==> config.mk <==
export PLATFORM = sky130hd
export DESIGN_NAME = mode_select_and_self_trim_control
export DESIGN_NICKNAME = d
export VERILOG_FILES = /design/src/trim_ctl_pkg.sv /design/src/trim_sync_if.sv /design/src/level_sync.sv /design/src/mode_select_and_self_trim_control.sv
export SDC_FILE = /design/constraint.sdc
export NUM_CORES = 1
export LEC_CHECK = 0
export BUFFER_PORTS_ARGS = -buffer_cell sky130_fd_sc_hd__buf_2
export CAP_MARGIN = 30
export CORE_ASPECT_RATIO = 0.9
export CORE_MARGIN = 10
export CORE_UTILIZATION = 35
export DETAILED_ROUTE_END_ITERATION = 6
export SKIP_CTS_REPAIR_TIMING = 1
export SYNTH_ARGS = -nofsm -noshare
export SYNTH_HDL_FRONTEND = slang
export SYNTH_HIERARCHICAL = 1
export SYNTH_SLANG_ARGS = --single-unit
==> constraint.sdc <==
create_clock -name clk -period 5.01 [get_ports clk]
set_input_delay 0.7515 -clock clk [delete_from_list [all_inputs] [get_ports clk]]
set_output_delay 0.7515 -clock clk [all_outputs]
set_load 0.05 [all_outputs]
==> src/trim_ctl_pkg.sv <==
// Package: constants for mode select and self trim control
package trim_ctl_pkg;
    localparam int CTRL_W = 16;
    localparam int BIT_INTERLEAVE = 7;
    localparam int BIT_I_SLEEP = 11;
    localparam int BIT_Q_SLEEP = 10;
    localparam int BIT_PATTERN = 12;
    localparam int BIT_TRIM_REQ = 15;
    localparam logic [15:0] CTRL_RESET = 16'h0000;
    localparam int CLK_MHZ = 40;
    localparam int TRIM_L_NS = 100;
    localparam int TRIM_H_NS = 100;
    localparam int TRIM_L_CYC = (TRIM_L_NS * CLK_MHZ + 999) / 1000;
    localparam int TRIM_H_CYC = (TRIM_H_NS * CLK_MHZ + 999) / 1000;
    localparam int WAIT_SHORT_CYC = 4096;
    localparam int WAIT_LONG_CYC = 65536;
    localparam int TRIM_RUN_CYC = 8192;
    localparam int WAKE_CYC = 64;
    typedef enum logic [2:0] {
        ST_WAIT_POWER = 3'b000,
        ST_ARM_LOW = 3'b001,
        ST_IDLE = 3'b010,
        ST_RUN = 3'b011
    } trim_state_t;
endpackage

==> src/trim_sync_if.sv <==
// Interface: synchronised static control levels
`timescale 1ns/1ps
`default_nettype none
interface trim_sync_if;
    logic [6:0] raw;
    logic [6:0] synced;
    modport src (output raw, input synced);
    modport snk (input raw, output synced);
endinterface
`default_nettype wire
==> src/level_sync.sv <==
// Two-stage synchroniser for the static control pins other than wait select
`timescale 1ns/1ps
`default_nettype none
module level_sync (
    input wire logic clk,
    input wire logic srst,
    trim_sync_if.snk bus
);
    logic [6:0] meta_r;
    logic [6:0] hold_r;
    // Reset values hold every synchronised level low until sampled
    always_ff @(posedge clk) begin
        if (srst) begin
            meta_r <= 7'h00;
            hold_r <= 7'h00;
        end else begin
            meta_r <= bus.raw;
            hold_r <= meta_r;
        end
    end
    assign bus.synced = hold_r;
endmodule
`default_nettype wire

==> src/mode_select_and_self_trim_control.sv <==
// Mode decode and self trim sequencer
`timescale 1ns/1ps
`default_nettype none
//
// Contract
// - Interleave pin high: both channels sample I
// - Interleaved mode ignores Q analog input
// - Interleave pin low: channels convert independently
// - Extended mode: interleave from bit 7
// - Wait select picks long or short delay
// - Wait select works in both modes
// - Trigger low then high starts trim
// - Trigger high at power-on withholds auto trim
// - Extended mode ORs trigger with bit 15
// - Active output high only while trimming
// - Sleep pin powers channel down, wakes later
// - Extended mode ORs sleep with bits 11/10
// - Pattern pin high outputs test pattern
// - Extended mode pattern only from bit 12
// - Width pin high 1:1, low 1:2
// - Enable low selects extended settings mode
// - Enable high holds registers at defaults
module mode_select_and_self_trim_control #(
    parameter int WAIT_SHORT = trim_ctl_pkg::WAIT_SHORT_CYC,
    parameter int WAIT_LONG = trim_ctl_pkg::WAIT_LONG_CYC,
    parameter int RUN_LEN = trim_ctl_pkg::TRIM_RUN_CYC,
    parameter int WAKE_LEN = trim_ctl_pkg::WAKE_CYC
) (
    input wire logic clk,
    input wire logic srst,
    input wire logic interleave_select,
    input wire logic self_trim_wait_select,
    input wire logic self_trim_request,
    input wire logic i_path_sleep,
    input wire logic q_path_sleep,
    input wire logic pattern_output_select,
    input wire logic output_width_select,
    input wire logic extended_settings_enable_n,
    input wire logic [15:0] ctrl_reg_wdata,
    input wire logic ctrl_reg_we,
    output logic [15:0] ctrl_reg_rdata,
    output logic extended_settings_mode,
    output logic interleaved,
    output logic q_input_used,
    output logic i_path_down,
    output logic q_path_down,
    output logic i_path_ready,
    output logic q_path_ready,
    output logic pattern_active,
    output logic width_one_to_one,
    output logic self_trim_active
);
    trim_sync_if sif ();
    logic [15:0] ctrl_r;
    logic [16:0] wait_cnt_r;
    logic [16:0] run_cnt_r;
    logic [15:0] pulse_cnt_r;
    logic [15:0] i_wake_r;
    logic [15:0] q_wake_r;
    logic trig_prev_r;
    logic trig;
    logic ext;
    logic i_dn;
    logic q_dn;
    trim_ctl_pkg::trim_state_t state_r;
    logic auto_done_r;

    assign sif.raw = {extended_settings_enable_n, output_width_select,
        pattern_output_select, q_path_sleep, i_path_sleep,
        self_trim_request, interleave_select};

    level_sync u_sync (
        .clk(clk),
        .srst(srst),
        .bus(sif)
    );

    // Pin low enables extended mode
    assign ext = ~sif.synced[6];

    // Control word cleared whenever pins are in charge
    always_ff @(posedge clk) begin
        if (srst || !ext) begin
            ctrl_r <= trim_ctl_pkg::CTRL_RESET;
        end else if (ctrl_reg_we) begin
            ctrl_r <= ctrl_reg_wdata;
        end
    end

    assign trig = sif.synced[1] |
        (ext & ctrl_r[trim_ctl_pkg::BIT_TRIM_REQ]);
    assign i_dn = sif.synced[2] |
        (ext & ctrl_r[trim_ctl_pkg::BIT_I_SLEEP]);
    assign q_dn = sif.synced[3] |
        (ext & ctrl_r[trim_ctl_pkg::BIT_Q_SLEEP]);

    // Decoded modes registered for glitch-free outputs
    always_ff @(posedge clk) begin
        if (srst) begin
            interleaved <= 1'b0;
            q_input_used <= 1'b1;
            pattern_active <= 1'b0;
            width_one_to_one <= 1'b0;
            extended_settings_mode <= 1'b0;
            i_path_down <= 1'b0;
            q_path_down <= 1'b0;
        end else begin
            extended_settings_mode <= ext;
            interleaved <= ext ? ctrl_r[trim_ctl_pkg::BIT_INTERLEAVE]
                : sif.synced[0];
            q_input_used <= ~(ext ? ctrl_r[trim_ctl_pkg::BIT_INTERLEAVE]
                : sif.synced[0]);
            pattern_active <= ext ? ctrl_r[trim_ctl_pkg::BIT_PATTERN]
                : sif.synced[4];
            width_one_to_one <= sif.synced[5];
            i_path_down <= i_dn;
            q_path_down <= q_dn;
        end
    end

    // Wake delay after sleep released
    always_ff @(posedge clk) begin
        if (srst) begin
            i_wake_r <= 16'h0000;
            q_wake_r <= 16'h0000;
        end else begin
            i_wake_r <= i_dn ? 16'h0000 : (i_wake_r < 16'(WAKE_LEN)
                ? i_wake_r + 16'h0001 : i_wake_r);
            q_wake_r <= q_dn ? 16'h0000 : (q_wake_r < 16'(WAKE_LEN)
                ? q_wake_r + 16'h0001 : q_wake_r);
        end
    end
    assign i_path_ready = i_wake_r == 16'(WAKE_LEN);
    assign q_path_ready = q_wake_r == 16'(WAKE_LEN);

    // Trigger phase timer: counts low then high time
    always_ff @(posedge clk) begin
        if (srst) begin
            trig_prev_r <= 1'b0;
            pulse_cnt_r <= 16'h0000;
        end else begin
            trig_prev_r <= trig;
            if (trig != trig_prev_r) begin
                pulse_cnt_r <= 16'h0000;
            end else if (pulse_cnt_r != 16'hffff) begin
                pulse_cnt_r <= pulse_cnt_r + 16'h0001;
            end
        end
    end

    // Sequencer; wait select used in both modes
    always_ff @(posedge clk) begin
        if (srst) begin
            state_r <= trim_ctl_pkg::ST_WAIT_POWER;
            wait_cnt_r <= 17'h0_0000;
            run_cnt_r <= 17'h0_0000;
            auto_done_r <= 1'b0;
        end else begin
            case (state_r)
                trim_ctl_pkg::ST_WAIT_POWER: begin
                    wait_cnt_r <= wait_cnt_r + 17'h0_0001;
                    if (trig && wait_cnt_r == 17'h0_0003) begin
                        // Trigger high once sync settles: inhibit
                        state_r <= trim_ctl_pkg::ST_ARM_LOW;
                    end else if (wait_cnt_r >= (sif.synced[5] ? 17'h0_0000
                        : 17'h0_0000) + (self_trim_wait_select
                        ? 17'(WAIT_LONG) : 17'(WAIT_SHORT))) begin
                        state_r <= trim_ctl_pkg::ST_RUN;
                        run_cnt_r <= 17'h0_0000;
                        auto_done_r <= 1'b1;
                    end
                end
                trim_ctl_pkg::ST_ARM_LOW: begin
                    if (!trig && pulse_cnt_r >=
                        16'(trim_ctl_pkg::TRIM_L_CYC - 1)) begin
                        state_r <= trim_ctl_pkg::ST_IDLE;
                    end
                end
                trim_ctl_pkg::ST_IDLE: begin
                    if (trig && pulse_cnt_r ==
                        16'(trim_ctl_pkg::TRIM_H_CYC - 1)) begin
                        state_r <= trim_ctl_pkg::ST_RUN;
                        run_cnt_r <= 17'h0_0000;
                    end else if (trig && pulse_cnt_r == 16'h0000 &&
                        !trig_prev_r) begin
                        state_r <= trim_ctl_pkg::ST_IDLE;
                    end
                end
                trim_ctl_pkg::ST_RUN: begin
                    run_cnt_r <= run_cnt_r + 17'h0_0001;
                    if (run_cnt_r == 17'(RUN_LEN - 1)) begin
                        state_r <= trim_ctl_pkg::ST_ARM_LOW;
                    end
                end
                default: state_r <= trim_ctl_pkg::ST_WAIT_POWER;
            endcase
        end
    end

    assign self_trim_active = state_r == trim_ctl_pkg::ST_RUN;
    assign ctrl_reg_rdata = ctrl_r;

    AST_PAT_EXT: assert property (@(posedge clk) disable iff (srst)
        ext |=> pattern_active == $past(ctrl_r[12]))
        else $error("pattern not from register in extended mode");
    AST_INTL: assert property (@(posedge clk) disable iff (srst)
        !ext |=> interleaved == $past(sif.synced[0]))
        else $error("interleave does not follow pin");
    AST_QIGN: assert property (@(posedge clk) disable iff (srst)
        interleaved |-> !q_input_used)
        else $error("q input used while interleaved");
    AST_WIDTH: assert property (@(posedge clk) disable iff (srst)
        ##1 width_one_to_one == $past(sif.synced[5]))
        else $error("width select wrong");
    AST_DEFAULT: assert property (@(posedge clk) disable iff (srst)
        !ext |=> ctrl_r == 16'h0000)
        else $error("register not at default");
    AST_RUN_LEN: assert property (@(posedge clk) disable iff (srst)
        $rose(self_trim_active) |-> self_trim_active [*8])
        else $error("trim active dropped early");
    AST_SLEEP: assert property (@(posedge clk) disable iff (srst)
        i_dn |=> i_path_down && !i_path_ready)
        else $error("i sleep not applied");
    AST_QSLEEP: assert property (@(posedge clk) disable iff (srst)
        (ext && ctrl_r[10]) |=> q_path_down)
        else $error("q sleep bit ignored");
endmodule
`default_nettype wire

---- Word level (Yosys, flattened, before mapping) ----
Index checks and enable logic that the tools add are counted.
W data, S select, Z words.
storage, ports and cells
  input port bits ......................... 27
  bits in registers ....................... 123
  output and inout bits ................... 26
  word-level logic and storage cells ...... 81
operators by class
  $lt $le $gt $ge ......................... 4
  muxes and demuxes ....................... 14
  reduce and logical (&&, ||, !) cells .... 16
  equal/unequal tests ..................... 17
  bitwise gates (word level) .............. 8
  add/sub/neg operators ................... 5
operators with widths
  operator                 number
  $mux W17                 4
  $pmux W17 S3             1
  $add A16 B1 Y16 const B  3
  $add A17 B1 Y17 const B  2
  $eq A16 B7 Y1 const B    2
  $lt A16 B7 Y1 const B    2
  $mux W3                  6
  $eq A17 B13 Y1 const B   1
  $eq A17 B2 Y1 const B    1
  $ge A17 B17 Y1           1
  $eq A16 B2 Y1 const B    1
  $ge A16 B2 Y1 const B    1
  $logic_not A16 Y1        1
  $ne A16 B16 Y1 const B   1
  $pmux W3 S4              1
  $ne A2 B2 Y1 const B     4
  $reduce_and A4 Y1        2
  $eq A3 B2 Y1 const B     2
  $ne A3 B3 Y1 const B     2
  $reduce_or A2 Y1         3
  $logic_and A1 B1 Y1      5
  $and A1 B1 Y1            3
  $eq A3 B1 Y1 const B     1
  $logic_not A3 Y1         1
  other kinds (8)          13

---- Depth between registers and ports, before layout ----
Gate-level depths: netlist of run 1.
  word-level depth ........................ 8
  depth in mapped cells ................... 9
  depth with buffers taken out ............ 7

---- By module ----
Netlist of run 1, hierarchy kept.
by module, submodules not included
  module                             cells an instance  instances  seq. area each (um^2)  area each (um^2)
  mode_select_and_self_trim_control  523                1          2,162.1                4,645.7
  level_sync                         29                 1          280.3                  407.9

---- Worst setup path after synthesis of run 1 ----
No wires, ideal clock.
  kind .................................... reg-to-output
  start point ............................. register state_r[0]
  end point ............................... output self_trim_active
  path buffers ............................ 2
  cell stages (with the launch flop) ...... 5
  arrival time ............................ 1.592 ns
  setup slack ............................. 2.667 ns
  required time ........................... 4.259 ns
  cell sequence ........................... dfxtp_1 -> clkbuf_1 -> nand2_1 -> inv_1 -> clkbuf_1
between the ends
  longest elaborated chain between the ends .. 1
RTL lines
  item                    line                                      text
  start, declared         mode_select_and_self_trim_control.sv:65   trim_ctl_pkg::trim_state_t state_r;
  start signal, assigned  mode_select_and_self_trim_control.sv:154  state_r <= trim_ctl_pkg::ST_WAIT_POWER;
  start signal, assigned  mode_select_and_self_trim_control.sv:164  state_r <= trim_ctl_pkg::ST_ARM_LOW;
  start signal, assigned  mode_select_and_self_trim_control.sv:168  state_r <= trim_ctl_pkg::ST_RUN;
  $eq A3 B2 Y1            mode_select_and_self_trim_control.sv:200  assign self_trim_active = state_r == trim_ctl_pkg::ST_RUN;
  end, declared           mode_select_and_self_trim_control.sv:51   output logic self_trim_active
No other way between the ends.

---- Worst setup path in the final report of run 1 ----
Same ends and word-level chain as after synthesis.

==> results summary, run 1 <==
The residual DRC count came out at 0. After detailed routing, the number of vias per cell comes to 4.81. The final worst-path cycle share came out at 0.599. Summing internal, switching and leakage power gives 2640 uW. Entering global routing, the biggest net connects 55 pins. Setup violations remaining at the end of the flow were counted as 0. The number of antenna violations at the first check in global routing is 0. The total overflow left after global routing is 0. The clock sink count came out at 122.

For this run, the top clock speed supported by timing is 333 MHz. The number of search-and-repair iterations in the first detailed-routing pass is 4. The required time at the worst-slack endpoint came out at 4.26 ns. The number of buffers between clock root and the deepest sink is 2. In the layout the commonest cells are dfxtp_1, nor2_1, buf_2. The die covers 19700 sq um. The sum of net half-perimeters after detailed placement is 6.94 mm. The remaining max-slew budget at the tightest pin is 0.521. The post-synth net total came out at 590. The initial utilization of the core area, before any placement, comes to 0.358.

In the global route stage, met1 resource usage came out at 0.131. The global routing usage on met3 came out at 0.0397. The sequential share of the synthesized area came out at 0.483.

The number of H-tree branching levels is 4. The total count of hold-check failures in the final report is 0. The max capacitance violation total came out at 0. The average footprint of a synthesized cell is 9.16 sq um. The worst ir drop on vdd came out at 241 uV. The wire length of the first global-routing pass is 17.6 mm. In this run, synthesis inferred 0 flip-flops with an integrated enable. STA classifies the critical path startpoint as a register.

The number of port buffers is 52. In this run the worst hold path is classified as reg -> reg. The number of library cell types mapped by synthesis is 49. The wire length per cell is 12.7 um. The number of non-filler instances in the completed layout is 807. Counting the buffers created by CTS gives 17.

The clock-pin slew of the registers on the worst-case setup and hold paths is 0.06 ns. For the pin with the worst max-slew slack, the measured transition is 0.718 ns. For this run, global-route usage on met2 was measured as 0.163.

In the synthesized netlist, the number of instances is 552. Setup repair after global routing left no endpoint under its margin. With fillers left out, the area of the finished cells amounts to 6070 sq um. After synthesis, the share of flip-flops with an asynchronous set or reset is 0. The tree is rooted in a clkbuf_16. The total standard cell area after synthesis is 5050 sq um. The count of placed standard cells including taps is 775. By area the synthesized netlist is led by dfxtp_1, nor2_1, mux2i_1, and3_1, xor2_1. In the synthesized netlist the dominant register cell turns out to be dfxtp_1.

The flip-flop and latch count after synthesis came out at 122. After detailed routing, the total wire length is 10.2 mm. The weighted congestion at the end of routability-driven global placement is 0.788. The static leakage power is 0.00255 uW. The fraction of final layout cells with drive strength greater than 1 is 0.176. The number of top-level design ports is 53. The data arrival time of the critical path is 2.25 ns. The type of the setup path with the least slack is reg -> out.

The via count of the first global-routing pass came out at 3866. The post-synthesis to final-layout area growth is 20.1%. The repair_antennas step left the layout with diodes totalling 0. The library cell used most frequently in the layout, excluding fill and tap cells, is dfxtp_1. The number of nets with antenna violations after detailed routing is 0. The width of the die is 147 um. The run finished with clean final reports. The cell type with the largest total area after synthesis is dfxtp_1. The worst hold slack after final layout is 0.431 ns. The post-route minimum period is 3.00 ns. The max-slew violation total from the final report is 0. STA classifies the critical path endpoint as a primary output. In the final design database the tool counted 639 nets. met2 is the most crowded layer.

The clock latency on the worst-skew pair came out at 0.41 ns. The area of the placeable core is 14100 sq um. The power density over cell area is 435 nW/um^2. In the global route stage, overall resource usage came out at 0.106. The count of vias placed by the detailed router came out at 3881. The portion of synthesized cell area occupied by the leading cell type is 0.483. After floorplanning, the core was divided into 41 placement rows. Measured along the y axis, the die boundary spans 134 um. The setup skew after layout is 0.00696 ns. The post-place instance area is 5450 sq um. The number of warnings issued by yosys came out at 6. In this run the worst path has a maximum fanout of 18. The number of design-rule violations left by the first detailed-router iteration came out at 244. TritonCTS built the clock tree. Summed over all failing endpoints, the final setup total negative slack is 0 ns.
==> logic make-up (layout without fill, tap and decap cells) <==
family,count (synthesis),in the layout,share of synthesized area
AND/OR/NAND/NOR,246,246,0.248
flip-flops,122,122,0.483
AO/OA/AOI/OAI,66,66,0.0909
buffers and inverters,47,109,0.0409
XOR/XNOR,38,38,0.0659
multiplexers,22,22,0.0436
adder cells (fa/ha/maj),11,11,0.0272
==> final cells by class <==
type	count	area (sq um)
inverters	24	90.1
multi-input cells	383	2400
fillers	1362	8040
flip-flops and latches	122	2440
repair buffers	53	268
well taps	193	241
clock inverters	14	185
clock buffers	18	439
==> where the power goes <==
| group | switching [uW] | internal (uW) |
|---|---|---|
| combinational | 212 | 105 |
| sequential | 42.2 | 1010 |
| clock | 464 | 809 |
| total | 719 | 1920 |
==> state kept, by name, indices dropped and copies added (netlist names) <==
| name | cells |
|---|---|
| ctrl_reg_rdata | 16 |
| extended_settings_mode | 1 |
| i_path_down | 1 |
| i_wake_r | 16 |
| interleaved | 1 |
| pattern_active | 1 |
| pulse_cnt_r | 16 |
| q_input_used | 1 |
| q_path_down | 1 |
| q_wake_r | 16 |
| run_cnt_r | 17 |
| state_r | 2 |
| trig_prev_r | 1 |
| u_sync/bus.synced | 7 |
| u_sync/meta_r | 7 |
| wait_cnt_r | 17 |
| width_one_to_one | 1 |
==> cell usage after synthesis, drive strengths merged (15+ instances only) <==
| cell | count |
|---|---|
| inv | 24 |
| mux2i | 22 |
| nor3 | 15 |
| xnor2 | 16 |
| a21oi | 18 |
| nand3 | 20 |
| clkbuf | 17 |
| nand2 | 33 |
| nor2 | 89 |
| and3 | 33 |
| xor2 | 22 |
| dfxtp | 122 |
==> per-stage QoR <==
stage               setup slack (ns)  utilization
detailed placement              2.19        0.386
CTS                             1.98        0.430
floorplan                       2.67            -
global placement                2.32        0.386
global route                    1.78        0.430
finish                          2.01        0.430
==> per-layer routing <==
layer / routed length (um) / vias up
li1: - / 2009
met1: 5150 / 1808
met2: 4530 / 55
met3: 402 / 9
met4: 142 / 0
met5: 0 / -
==> critical path, stage by stage (launching register included) <==
cell and delay [ns]:
dfxtp_1 0.51, nand2_1 0.42, inv_1 0.53, buf_2 0.37
==> path summary, 6_finish.rpt <==
| path | slack, ns | to | from | cells past startpoint |
|---|---|---|---|---|
| hold reg to reg | 0.43 | u_sync/bus.synced[6] | u_sync/meta_r[6] | 1 |
| setup / recovery | 2.01 | self_trim_active | state_r[0] | 3 |
| hold / removal | 0.43 | u_sync/bus.synced[6] | u_sync/meta_r[6] | 1 |
| setup reg to reg | 2.68 | run_cnt_r[13] | pulse_cnt_r[6] | 5 |
Note: power is estimated with default switching activity, not from simulation.
==> inputs of run 2 (changes only) <==
--- a/config.mk
+++ b/config.mk
@@ -5,6 +5,7 @@
 export SDC_FILE = /design/constraint.sdc
 export NUM_CORES = 1
 export LEC_CHECK = 0
+export ABC_AREA = 1
 export BUFFER_PORTS_ARGS = -buffer_cell sky130_fd_sc_hd__buf_2
 export CAP_MARGIN = 30
 export CORE_ASPECT_RATIO = 0.9
==> constraint.sdc (replaced) <==
create_clock -name clk -period 2.6 [get_ports clk]
set_input_delay 0.39 -clock clk [delete_from_list [all_inputs] [get_ports clk]]
set_output_delay 0.39 -clock clk [all_outputs]
set_load 0.05 [all_outputs]
==> results summary, run 2 <==
The wire length of the first global-routing pass came out at 21.0 mm. Across every metal layer, demand over resource in global routing totals 0.116. The number of H-tree branching levels is 4. In this run the clock root is driven by a clkbuf_16. The power density over cell area is 766 nW/um^2. At the end of the flow, the number of nets in the layout was 875. The floorplan die area came out at 21200 sq um. The power after layout is 5050 uW. The weighted congestion at the end of routability-driven global placement came out at 0.793. Once detail routing completed, the nets flagged for antenna violations numbered 0.

STA classifies the critical path endpoint as a primary output. The residual DRC count is 0. The post-route minimum period came out at 2.05 ns. The top achievable clock speed came out at 487 MHz. The count of vias placed by the detailed router is 4757. The worst ir drop on vdd came out at 448 uV. Setup repair after global routing left no endpoint under its margin.

The area occupied by multi-input gates came out at 2530 sq um. The most used flip-flop cell after synthesis is dfxtp_1. The overflow left after global routing is 0.

The floorplan die height is 139 um. The area of the placeable core is 15400 sq um. Hold is met by 0.178 ns. The count of endpoints failing setup in the final report is 0. The number of library cell types mapped by synthesis came out at 39.

The detail-routed via count per cell is 4.54. After synthesis, the share of flip-flops with an asynchronous set or reset is 0. The gate count of the mapped netlist came out at 777. The Yosys step of the flow raised 6 warnings. The sequential share of the synthesized area is 0.443.

After clock tree synthesis, the clock-pin slew on the worst setup and hold paths is 0.05 ns. The share of synthesized area in the top cell type comes to 0.443. The static leakage power is 0.00284 uW. The largest registers in the layout are run_cnt_r (17), wait_cnt_r (17). The width of the die came out at 152 um.

The initial core utilization is 0.357. The post-synthesis to final-layout area growth is 19.5%. The flip-flop and latch count after synthesis came out at 122. The number of port buffers is 52. In this run the mean area of a mapped cell was 7.10 sq um.

The initialized floorplan defines 43 standard-cell rows. The post-synth net total is 815. The setup skew after layout is 0.0123 ns.

The required time at the worst-slack endpoint is 2.21 ns. At the pin with the least slew margin, the transition time is 0.517 ns. The number of antenna violations at the first check in global routing came out at 1. The pin count of the biggest net entering global routing came out at 41. The critical-path maximum fanout is 3. The number of buffers between clock root and the deepest sink came out at 2. After synthesis, the cell types taking the most area are dfxtp_1, nand2_1, inv_1, nor2_1, a21oi_1. For this block, the initial DRC count from the detailed router was 213. The top cell types in the final layout, fill and taps aside, are nand2_1, inv_1, dfxtp_1. The final worst-path cycle share came out at 0.790.

Yosys instantiated no cell more often than nand2_1. The number of enable-type register cells in the synthesized netlist is 0. The area taken by flip-flops and latches came out at 2440 sq um.

Headroom to the max-slew limit came out at 0.654. Counting every sink on the clock net gives 122. The run finished with clean final reports. The sum of routed wire length over all layers came out at 11.8 mm. The library cell used most frequently in the layout, excluding fill and tap cells, is nand2_1. After filler insertion, the fill cell instance count of the layout stands at 1565.

The number of search-and-repair iterations in the first detailed-routing pass came out at 4. TritonCTS built the clock tree. The wire length per cell came out at 11.2 um.

Clock latency on the worst-skew pair, taken at its later pin, is 0.42 ns. For this design the top-level I/O count stands at 53. STA classifies the critical path startpoint as a register. The sum of net half-perimeters after detailed placement is 8.50 mm.

The max-slew violation total from the final report came out at 0. The number of buffers added by the clock tree synthesis step came out at 17. The data arrival time of the critical path came out at 1.66 ns. The setup total negative slack came out at 0 ns. Ranked by instance count, the synthesized netlist is headed by nand2_1, dfxtp_1, inv_1.

The via count of the first global-routing pass came out at 4575. The antenna diode count is 0. The path class of the tightest hold or removal check is in -> reg. The fraction of final layout cells with drive strength greater than 1 is 0.137. The total count of hold-check failures in the final report is 0.

The total standard cell area after synthesis is 5520 sq um. The cell type with the largest total area after synthesis is dfxtp_1. The max capacitance violation total is 0. The type of the setup path with the least slack is reg -> out.
-- run 2: cell types whose count changed after synthesis, moves of 10 or more --
cell | before | now
nand2_1 | 33 | 157
inv_1 | 24 | 122
a21oi_1 | 18 | 66
nand3_1 | 20 | 51
and3_1 | 31 | 1
nor2_1 | 88 | 113
mux2i_1 | 22 | 0
xor2_1 | 22 | 6
xnor2_1 | 16 | 1
o21ai_0 | 13 | 27
clkbuf_1 | 17 | 7
nor2b_2 | 10 | 0
-- run 2: final timing paths --
| check | from | to | slack, ns | cells after the start |
|---|---|---|---|---|
| worst max register to register | run_cnt_r[0] | state_r[0] | 0.83 | 10 |
| worst min-delay path | output_width_select | u_sync/meta_r[5] | 0.18 | 3 |
| worst min register to register | u_sync/meta_r[5] | u_sync/bus.synced[5] | 0.40 | 2 |
| worst max-delay path | q_wake_r[15] | q_path_ready | 0.55 | 6 |
-- run 2: metal layers --
| metal | track usage | vias up | wire [um] |
|---|---|---|---|
| met2 | 0.166 | 78 | 4790 |
| met1 | 0.147 | 2079 | 6120 |
| met5 | 0 | - | 0 |
| li1 | - | 2594 | - |
| met4 | 0.0430 | 0 | 100 |
| met3 | 0.0549 | 6 | 783 |
-- run 2: critical path, cell delays in order, from the launching register on --
cell and delay, ns:
dfxtp_1 0.30, inv_1 0.06, nand4_1 0.09, nor2_1 0.21, nand2_1 0.08, nor4_1 0.19
buf_2 0.32
-- run 2: cell type report --
class                           count  area share
Sequential cell                   122       0.370
Clock buffer                       20      0.0708
Tap cell                          202      0.0383
Timing Repair Buffer               55      0.0429
Inverter                          126      0.0717
Multi-Input combinational cell    515       0.384
Clock inverter                      8      0.0220
-- run 2: kinds of logic after synthesis --
group	share of synthesized area
fa+ha+maj	0.0249
xor+xnor	0.0111
compound gates	0.106
simple gates	0.317
flops	0.443
buf+inv	0.0986
-- run 2: power breakdown --
group | switching [uW] | total, uW | leakage [uW] | internal [uW]
Combinational | 429 | 609 | 0.00155 | 180
Sequential | 62.1 | 2010 | 0.000992 | 1950
Clock | 785 | 2440 | 0.000296 | 1650
-- run 2: stage by stage --
step	utilization	cells	instance area [sq um]	setup slack, ns
2_1_floorplan	-	777	5520	0.0944
6_report	0.427	1048	6600	0.545
4_1_cts	0.427	1048	6600	0.488
3_5_place_dp	0.387	1020	5980	0.847
5_1_grt	0.427	1048	6600	0.315
3_3_place_gp	0.387	1020	5980	0.890
==> inputs of run 3 (changes only) <==
==> constraint.sdc (replaced) <==
create_clock -name clk -period 2.04 [get_ports clk]
set_input_delay 0.306 -clock clk [delete_from_list [all_inputs] [get_ports clk]]
set_output_delay 0.306 -clock clk [all_outputs]
set_load 0.05 [all_outputs]
==> results summary, run 3 (synthesis gave the netlist of run 2 again) <==
The flow ran to the end, and the final reports show no timing, DRC or antenna violations. After clock tree synthesis, the clock-pin slew on the worst setup and hold paths is 0.06 ns. The final worst-path cycle share came out at 0.917.

Counting I/O delays and the setup requirement, the final critical path takes 1.87 ns. The worst path setup slack after routing is 0.168 ns. The area of the placeable core is 15400 sq um. The clock root buffer is clkbuf_16.

At the end of routability-driven placement, the weighted congestion stood at 0.788. The critical-path cell with the highest stage delay is dfxtp_1. The number of search-and-repair iterations in the first detailed-routing pass is 4. The max-slew violation total from the final report came out at 0. The share of total power dissipated in sequential elements is 0.407. The analysis attributes to cell leakage a power of 0.00283 uW.

The overflow left after global routing came out at 0. The wire length per cell came out at 11.5 um. The worst hold slack after final layout is 0.103 ns. The part of the total power dissipated in the clock network is 0.468. The top achievable clock speed is 534 MHz.

The net count reported at finish came out at 878. CTS built an H-tree with a depth of 4. 0 antenna diodes ended up in the layout. The detail-routed via count per cell came out at 4.56. At the worst endpoint, the arrival time is 1.57 ns. Setup violations remaining at the end of the flow were counted as 0. The number of fillers in the final layout came out at 1590. The combinational share of power came out at 0.125. Leaving out fill and tap cells, the most frequent cells in the layout are nand2_1, inv_1, dfxtp_1. The remaining max-slew budget at the tightest pin is 0.623. The total count of hold-check failures in the final report came to 0. The max capacitance violation total is 0. The power after layout came out at 6290 uW. At the pin with the least slew margin, the transition time is 0.565 ns. The number of cell rows came out at 43. The sum of net half-perimeters after detailed placement came out at 8.65 mm. The post-place instance area came out at 6020 sq um.

The die is 139 um tall. The floorplan step defined a die boundary enclosing 21200 sq um. Of the cells placed in the final design, the portion with a size suffix greater than 1 is 0.145. Detailed routing inserted a total of 4806 vias.

Across every metal layer, demand over resource in global routing totals 0.116. The internal power of the cells totals 4550 uW. The worst setup path is captured at a primary output. In this design, the stage delay of the slowest critical-path cell is 0.31 ns. The worst ir drop on vdd came out at 725 uV. The first routing iteration left 296 violations. Walking the worst path, the cells encountered are inv_1 > ha_1 > nand3_1 > nor4_2 > buf_4.

The number of antenna violations at the first check in global routing is 0. The via count of the first global-routing pass was 4577. The post-synthesis to final-layout area growth is 19.8%.

The count of placed standard cells including taps came out at 1023. Dividing total power by cell area gives a power density of 952 nW/um^2. The residual DRC count came out at 0.

The worst setup path is of the reg -> out kind. Timing analysis after detailed placement gives a worst setup slack of 0.289 ns. The number of non-filler instances in the completed layout came out at 1055. The initial core utilization came out at 0.357. The number of port buffers came out at 52. The setup skew after layout is 0.00819 ns. The die is 152 um wide. The most common library cell in the layout ignoring fill and taps is nand2_1.

The number of nets with antenna violations after detailed routing is 0. The clock sink count is 122. The worst setup path is launched from a register. The critical-path maximum fanout is 4. The required time at the worst-slack endpoint came out at 1.73 ns. The fraction of power spent switching nets is 0.277. The number of top-level design ports is 53. The largest registers in the layout are run_cnt_r (17), wait_cnt_r (17). The combined buffer and inverter count along the critical path came out at 2. The clock latency on the worst-skew pair came out at 0.41 ns.

The number of buffers between clock root and the deepest sink is 2. The first global-routing pass estimated 21.2 mm of wire. The final layout contains routed wiring with a total length of 12.1 mm. The number of buffers added by the clock tree synthesis step came out at 17. The type of the most critical hold path is in -> reg. TritonCTS built the clock tree.

The area of all placed cells without fillers came out at 6610 sq um. The cell family with the largest share of critical-path delay is buffers and inverters. The pin count of the biggest net entering global routing is 41.

Setup repair after global routing could not meet its margin everywhere. The net switching component of the power is 1740 uW.
[run 3: power groups by stage]
stage                     combinational [uW]  sequential [uW]  clock, uW
after global routing                     909             2570       3150
after detailed placement                 797             2610          0
after CTS                                801             2560       3030
final                                    789             2560       2940
after global placement                   797             2600          0
after floorplan                          538             2670          0
[run 3: worst paths after layout]
kind	cells after the start	start	slack (ns)	end
hold reg to reg	2	u_sync/meta_r[4]	0.41	u_sync/bus.synced[4]
setup reg to reg	10	run_cnt_r[0]	0.26	state_r[0]
hold / removal	3	pattern_output_select	0.10	u_sync/meta_r[4]
setup / recovery	5	q_wake_r[0]	0.17	q_path_ready
[run 3: metal layers]
metal	vias up	routed length, um	share of wire	GRT usage
met5	-	0	0	0
met4	0	105	0.0087	0.0375
met3	8	777	0.064	0.0462
met2	89	4990	0.41	0.171
met1	2109	6230	0.51	0.151
li1	2600	-	-	-
[run 3: layout make-up]
cell class              count  area, sq um  area share
clock buffers              19          443      0.0670
clock inverters            13          144      0.0218
inverters                 126          473      0.0716
multi-input cells         515         2540       0.385
flip-flops and latches    122         2440       0.369
well taps                 202          253      0.0382
repair buffers             58          310      0.0469
[run 3: tightest hold or removal path, cell delays in order]
cell	delay, ns
buf_2	0.07
inv_1	0.03
nor2_1	0.07
[run 3: metrics by stage]
| stage | TNS [ns] | utilization |
|---|---|---|
| finish | 0 | 0.428 |
| global route | -0.0136 | 0.428 |
| CTS | 0 | 0.428 |
| detailed placement | 0 | 0.390 |
| global placement | 0 | 0.390 |
| floorplan | 0 | - |
